<file path="config.mk">
export PLATFORM = sky130hd
export DESIGN_NAME = priv_mode_transition
export DESIGN_NICKNAME = d
export VERILOG_FILES = /design/src/priv_mode_pkg.sv /design/src/priv_mode_decode.sv /design/src/priv_mode_transition.sv
export SDC_FILE = /design/constraint.sdc
export NUM_CORES = 1
export LEC_CHECK = 0
export BUFFER_PORTS_ARGS = -buffer_cell sky130_fd_sc_hd__buf_2
export CAP_MARGIN = 20
export CORE_MARGIN = 1.5
export CORE_UTILIZATION = 26
export CTS_CLUSTER_DIAMETER = 30
export DETAILED_ROUTE_END_ITERATION = 8
export PLACE_DENSITY = 0.49
export SYNTH_ARGS = -nofsm -noshare
export SYNTH_HDL_FRONTEND = slang
export SYNTH_HIERARCHICAL = 1
export SYNTH_SLANG_ARGS = --single-unit
</file>
<file path="constraint.sdc">
create_clock -name sys_clk -period 4.15 [get_ports sys_clk]
set_clock_uncertainty 0.2 [all_clocks]
set_input_delay 0.2075 -clock sys_clk [delete_from_list [all_inputs] [get_ports sys_clk]]
set_output_delay 0.2075 -clock sys_clk [all_outputs]
set_load 0.02 [all_outputs]
</file>
<file path="src/priv_mode_pkg.sv">
// Shared types and constants for the privilege-mode transition checker
package priv_mode_pkg;

	// ------------------------------------------------------------------
	// Privilege modes, most privileged first: a larger code is less privileged
	// ------------------------------------------------------------------
	typedef enum logic [1:0] {
		MODE_KERNEL,
		MODE_EXECUTIVE,
		MODE_SUPERVISOR,
		MODE_USER
	} mode_t;

	// ------------------------------------------------------------------
	// Triggering operations presented by decode and exception detection
	// ------------------------------------------------------------------
	typedef enum logic [3:0] {
		OP_CHANGE_TO_KERNEL,
		OP_CHANGE_TO_EXECUTIVE,
		OP_CHANGE_TO_SUPERVISOR,
		OP_CHANGE_TO_USER,
		OP_RETURN_FROM_EXCEPTION,
		OP_IPL_WRITE,
		OP_TRAP_SUMMARY_WRITE,
		OP_TRAP_ENABLE_WRITE,
		OP_SWAP_TRAP_ENABLE,
		OP_EXCEPTION,
		OP_INTERRUPT,
		OP_MACHINE_CHECK,
		OP_HALT
	} op_t;

	// ------------------------------------------------------------------
	// Processor status word layout and reset values
	// ------------------------------------------------------------------
	localparam int          PSW_W          = 4;
	localparam int          IPL_W          = 3;
	localparam int          IPL_LSB        = 0;
	localparam int          IPL_MSB        = 2;
	localparam int          PSW_MODE_BIT   = 3;
	localparam logic        PSW_MODE_KERN  = 1'h0;
	localparam logic        PSW_MODE_OTHER = 1'h1;
	localparam logic [2:0]  IPL_RESET      = 3'h7;
	localparam logic [2:0]  IPL_MCHECK     = 3'h7;
	localparam mode_t       MODE_RESET     = MODE_KERNEL;

endpackage

</file>
<file path="src/priv_mode_decode.sv">
// Combinational legality and next-state decode for one triggering operation
`timescale 1ns/1ps

module priv_mode_decode
	import priv_mode_pkg::*;
(
	input  wire mode_t             cur_mode,
	input  wire logic [IPL_W-1:0]  cur_ipl,
	input  wire op_t               op_code,
	input  wire mode_t             req_mode,
	input  wire logic [IPL_W-1:0]  req_ipl,
	output wire logic              legal,
	output wire mode_t             nxt_mode,
	output wire logic [IPL_W-1:0]  nxt_ipl,
	output wire logic              nxt_halt
);

	// ------------------------------------------------------------------
	// Mode qualifiers
	// ------------------------------------------------------------------
	wire logic in_kernel  = (cur_mode == MODE_KERNEL);
	wire logic in_user    = (cur_mode == MODE_USER);
	wire logic up_to_exec = (cur_mode != MODE_KERNEL);
	wire logic up_to_sup  = (cur_mode == MODE_SUPERVISOR) || in_user;

	// Return may keep or drop privilege, never gain it
	wire logic ret_ok = (req_mode >= cur_mode);

	// ------------------------------------------------------------------
	// Per-operation legality
	// ------------------------------------------------------------------
	wire logic to_kernel_op = (op_code == OP_CHANGE_TO_KERNEL) ||
	                          (op_code == OP_SWAP_TRAP_ENABLE) ||
	                          (op_code == OP_EXCEPTION) ||
	                          (op_code == OP_INTERRUPT) ||
	                          (op_code == OP_MACHINE_CHECK);
	wire logic kernel_only  = (op_code == OP_IPL_WRITE) ||
	                          (op_code == OP_TRAP_SUMMARY_WRITE) ||
	                          (op_code == OP_TRAP_ENABLE_WRITE) ||
	                          (op_code == OP_HALT);

	assign legal = to_kernel_op ||
	               (kernel_only && in_kernel) ||
	               ((op_code == OP_CHANGE_TO_EXECUTIVE) && up_to_exec) ||
	               ((op_code == OP_CHANGE_TO_SUPERVISOR) && up_to_sup) ||
	               ((op_code == OP_CHANGE_TO_USER) && in_user) ||
	               ((op_code == OP_RETURN_FROM_EXCEPTION) && ret_ok);

	// ------------------------------------------------------------------
	// Destination mode; every trap-like entry lands in kernel
	// ------------------------------------------------------------------
	assign nxt_mode = to_kernel_op                           ? MODE_KERNEL :
	                  (op_code == OP_CHANGE_TO_EXECUTIVE)    ? MODE_EXECUTIVE :
	                  (op_code == OP_CHANGE_TO_SUPERVISOR)   ? MODE_SUPERVISOR :
	                  (op_code == OP_CHANGE_TO_USER)         ? MODE_USER :
	                  (op_code == OP_RETURN_FROM_EXCEPTION)  ? req_mode :
	                  cur_mode;

	// Priority level: interrupts load the source level, checks go to the top
	assign nxt_ipl = (op_code == OP_INTERRUPT)             ? req_ipl :
	                 (op_code == OP_MACHINE_CHECK)         ? IPL_MCHECK :
	                 (op_code == OP_IPL_WRITE)             ? req_ipl :
	                 (op_code == OP_RETURN_FROM_EXCEPTION) ? req_ipl :
	                 cur_ipl;

	// Halt is only reachable from kernel
	assign nxt_halt = (op_code == OP_HALT) && in_kernel;

endmodule // priv_mode_decode

</file>
<file path="src/priv_mode_transition.sv">
// Privilege-mode transition checker holding the mode, priority level and status word
`timescale 1ns/1ps

module priv_mode_transition
	import priv_mode_pkg::*;
(
	input  wire logic              sys_clk,
	input  wire logic              rst_b,
	input  wire logic              op_valid,
	input  wire op_t               op_code,
	input  wire mode_t             req_mode,
	input  wire logic [IPL_W-1:0]  req_ipl,
	output mode_t                  cur_mode_q,
	output logic [IPL_W-1:0]       ipl_q,
	output logic [PSW_W-1:0]       processor_status_word_q,
	output logic                   halted_q,
	output logic                   accepted_q,
	output logic                   illegal_op_q
);

	// ------------------------------------------------------------------
	// Decode of the presented operation
	// ------------------------------------------------------------------
	wire logic             dcd_legal;
	wire mode_t            dcd_mode;
	wire logic [IPL_W-1:0] dcd_ipl;
	wire logic             dcd_halt;

	priv_mode_decode u_decode (
		.cur_mode (cur_mode_q),
		.cur_ipl  (ipl_q),
		.op_code  (op_code),
		.req_mode (req_mode),
		.req_ipl  (req_ipl),
		.legal    (dcd_legal),
		.nxt_mode (dcd_mode),
		.nxt_ipl  (dcd_ipl),
		.nxt_halt (dcd_halt)
	);

	// ------------------------------------------------------------------
	// Next-state selection
	// ------------------------------------------------------------------
	// A halted core ignores everything until reset; it raises no exception
	// because nothing is left running to take it.
	wire logic             live       = op_valid && !halted_q;
	wire logic             take       = live && dcd_legal;
	wire logic             refuse     = live && !dcd_legal;
	wire mode_t            cur_mode_d = take ? dcd_mode : cur_mode_q;
	wire logic [IPL_W-1:0] ipl_d      = take ? dcd_ipl : ipl_q;
	wire logic             halted_d   = halted_q || (take && dcd_halt);
	wire logic             mode_bit_d = (cur_mode_d == MODE_KERNEL) ? PSW_MODE_KERN
	                                                                : PSW_MODE_OTHER;
	wire logic [PSW_W-1:0] psw_d      = {mode_bit_d, ipl_d};

	// ------------------------------------------------------------------
	// State registers
	// ------------------------------------------------------------------
	// Status word is registered alongside mode and level so it never lags them
	always_ff @(posedge sys_clk) begin
		if (!rst_b) begin
			cur_mode_q              <= MODE_RESET;
			ipl_q                   <= IPL_RESET;
			processor_status_word_q <= {PSW_MODE_KERN, IPL_RESET};
			halted_q                <= 1'h0;
		end else begin
			cur_mode_q              <= cur_mode_d;
			ipl_q                   <= ipl_d;
			processor_status_word_q <= psw_d;
			halted_q                <= halted_d;
		end
	end

	// Single-cycle outcome strobes toward decode and exception logic
	always_ff @(posedge sys_clk) begin
		if (!rst_b) begin
			accepted_q   <= 1'h0;
			illegal_op_q <= 1'h0;
		end else begin
			accepted_q   <= take;
			illegal_op_q <= refuse;
		end
	end
endmodule // priv_mode_transition

</file>
==> out/qor.txt <==
status: finished clean
fmax: 423.5 MHz
Main synth FF type: dfxtp_1
pwr dens: 279.6 nW/um2
share of cells above drive strength 1: 0.3269
Cell Area, Synth: 724.4 um2
startpoint types: register
post-CTS repair timing setup buffer count: 0
Setup violations, final: 0
Remaining Overflow, GRT: 0
Worst-path clk slew: 0.06 ns
Post-synth EDFFs: 0
root buf cell: clkbuf_4
H-tree depth: 1
Filler Cells Inserted: 297
Leakage: 0.0003535 uW
Port-buffer cells: 23
cell with the most instances after synthesis: dfxtp_1
Synth area leaders: dfxtp_1 (25%), o211ai_1 (5.2%), nor2b_1 (4.3%), mux2i_1 (4.1%), buf_4 (4.1%)
wl on met1: 762 um
Max-Slew Margin vs Limit: 0.7963
hold depth: 2
Mean Syn Cell Area: 8.424 um2
Reg2Reg Setup Slack: 1.79 ns
Setup crit end kind: register
first-pass GRT wire length: 2.649 mm
sequential area share after synthesis: 0.2487
CP max FO: 9
R2R Path End: accepted_q
CTS tree: built
DR pass1 iterations: 4
WP data required: 4.11 ns
Setup CP Type: register to register
ANT cells: 0
crit share post-route: 0.5690
io pins: 24
initial antenna violation count: 0
Area Growth Syn to Fin: 14.33%
area of the multi-input gates: 450.4 um2
drt wl/cell: 12.09 um
DP HPWL: 1.223 mm
Post-Syn Instances: 86
max-slew violation count: 0
Hold WC Path Type: input port to register
final hold vios: 0
nets: 119
Die ar.: 3112 um2
number of hold buffers added after CTS: 0
RSZ-0062 raised after global routing: no
met3 wire len: 120 um
# DRC: 0
width of the die: 55.79 um
Die Height: 55.79 um
slew of the pin with the lowest slew margin: 0.3052 ns
cells on worst reg2reg path: 7
Clock Sinks: 9
core area: 2567 um2
post-layout min period: 2.361 ns
setup TNS: 0 ns
vias in the first global route: 607
Met2 Wirelength: 737 um
# resized after CTS: 0
final wirelength: 1.620 mm
count of cell types in the netlist: 37
num rows: 18
Inserted Clock Buffers: 3
Clock Path Buffers: 2
Starting Density: 0.2822
share of the synthesized area in the top cell type: 0.2487
RD Place Congestion: 0.7155
Critical R2R Launch: cur_mode_q[0]
DRT antenna net count: 0
ys async rst share: 0
register area: 180.2 um2
area leader, netlist: dfxtp_1
Yosys reg bits: 9
Vias per Instance: 5.090
DR top layer: met3
Power, Total: 231.6 uW
Clk Latency, worst-skew pair: 0.26 ns
largest net degree at the start of global routing: 21
Worst VDD drop: 0.2333 mV
crit path DAT: 2.32 ns
Mapped Nets: 100
worst hold start: rst_b
routed vias: 682
gr usage total: 0.1062
hold endpoint: ipl_q[1]
drt initial violations: 21
# Max-Cap Violations: 0
Yosys warning total: 6
top post-synthesis cells by count: dfxtp_1 (9), nand2_1 (6)
cell usage in the layout, fill, tap and decap left out, drive strengths merged, types with 4 or more instances in the layout:
cell	instances
clkbuf	4
o21ai	7
nand2	6
inv	5
buf	23
o211ai	5
nor2b	6
dfxtp	9
a21oi	5
area by class of cell:
class                   count  share of cell area
multi-input cells          63              0.5438
repair buffers             23              0.1390
inverters                   5             0.02266
flip-flops and latches      9              0.2175
clock buffers               4             0.03172
well taps                  30             0.04532
cells by family after synthesis:
kind of cell	synth area share
AOI/OAI and AO/OA	0.2729
and+or+nand+nor	0.2574
buffers and inverters	0.1295
DFF	0.2487
muxes	0.04145
adders and majority gates	0.05008
critical path, stage by stage, from the launching register on:
cell       delay, ns
dfxtp_1         0.50
ha_1            0.29
nand2b_4        0.14
a2111oi_2       0.34
o311a_1         0.22
a21oi_2         0.06
and3b_1         0.28
and2_2          0.22
routing by layer:
| layer | up-vias | GRT usage |
|---|---|---|
| met5 | - | 0 |
| met4 | 0 | 0.01045 |
| met3 | 0 | 0.05581 |
| met2 | 19 | 0.1752 |
| met1 | 312 | 0.1268 |
| li1 | 351 | - |
sequential cells by signal (all words and copies together), names as in the netlist:
| signal | cells |
|---|---|
| processor_status_word_q | 2 |
| ipl_q | 2 |
| accepted_q | 1 |
| halted_q | 1 |
| cur_mode_q | 2 |
| illegal_op_q | 1 |
power by group:
part | total [uW] | switching [uW] | internal, uW
registers | 97.7 | 6.09 | 91.6
logic | 66.1 | 39.1 | 27.0
clock network | 67.8 | 30.8 | 37.1
worst max-delay path by stage:
stage | start | endpoint | slack (ns)
4_1_cts | cur_mode_q[0] | accepted_q | 1.76
2_1_floorplan | cur_mode_q[0] | accepted_q | 1.79
6_report | cur_mode_q[0] | accepted_q | 1.79
3_3_place_gp | cur_mode_q[0] | accepted_q | 1.79
3_5_place_dp | cur_mode_q[0] | accepted_q | 1.77
5_1_grt | cur_mode_q[1] | cur_mode_q[1] | 1.64
per-stage QoR:
step	hold WS [ns]	setup slack, ns	utilization	cells	area, um2
6_report	0.03784	1.789	0.3226	134	828.3
5_1_grt	0.04143	1.635	0.3226	134	828.3
2_1_floorplan	0.1713	1.786	-	86	724.4
3_3_place_gp	0.3061	1.790	0.3124	130	802.0
4_1_cts	0.02433	1.758	0.3226	134	828.3
3_5_place_dp	0.3025	1.772	0.3124	130	802.0
No activity file was read; power rests on OpenSTA's default activity.
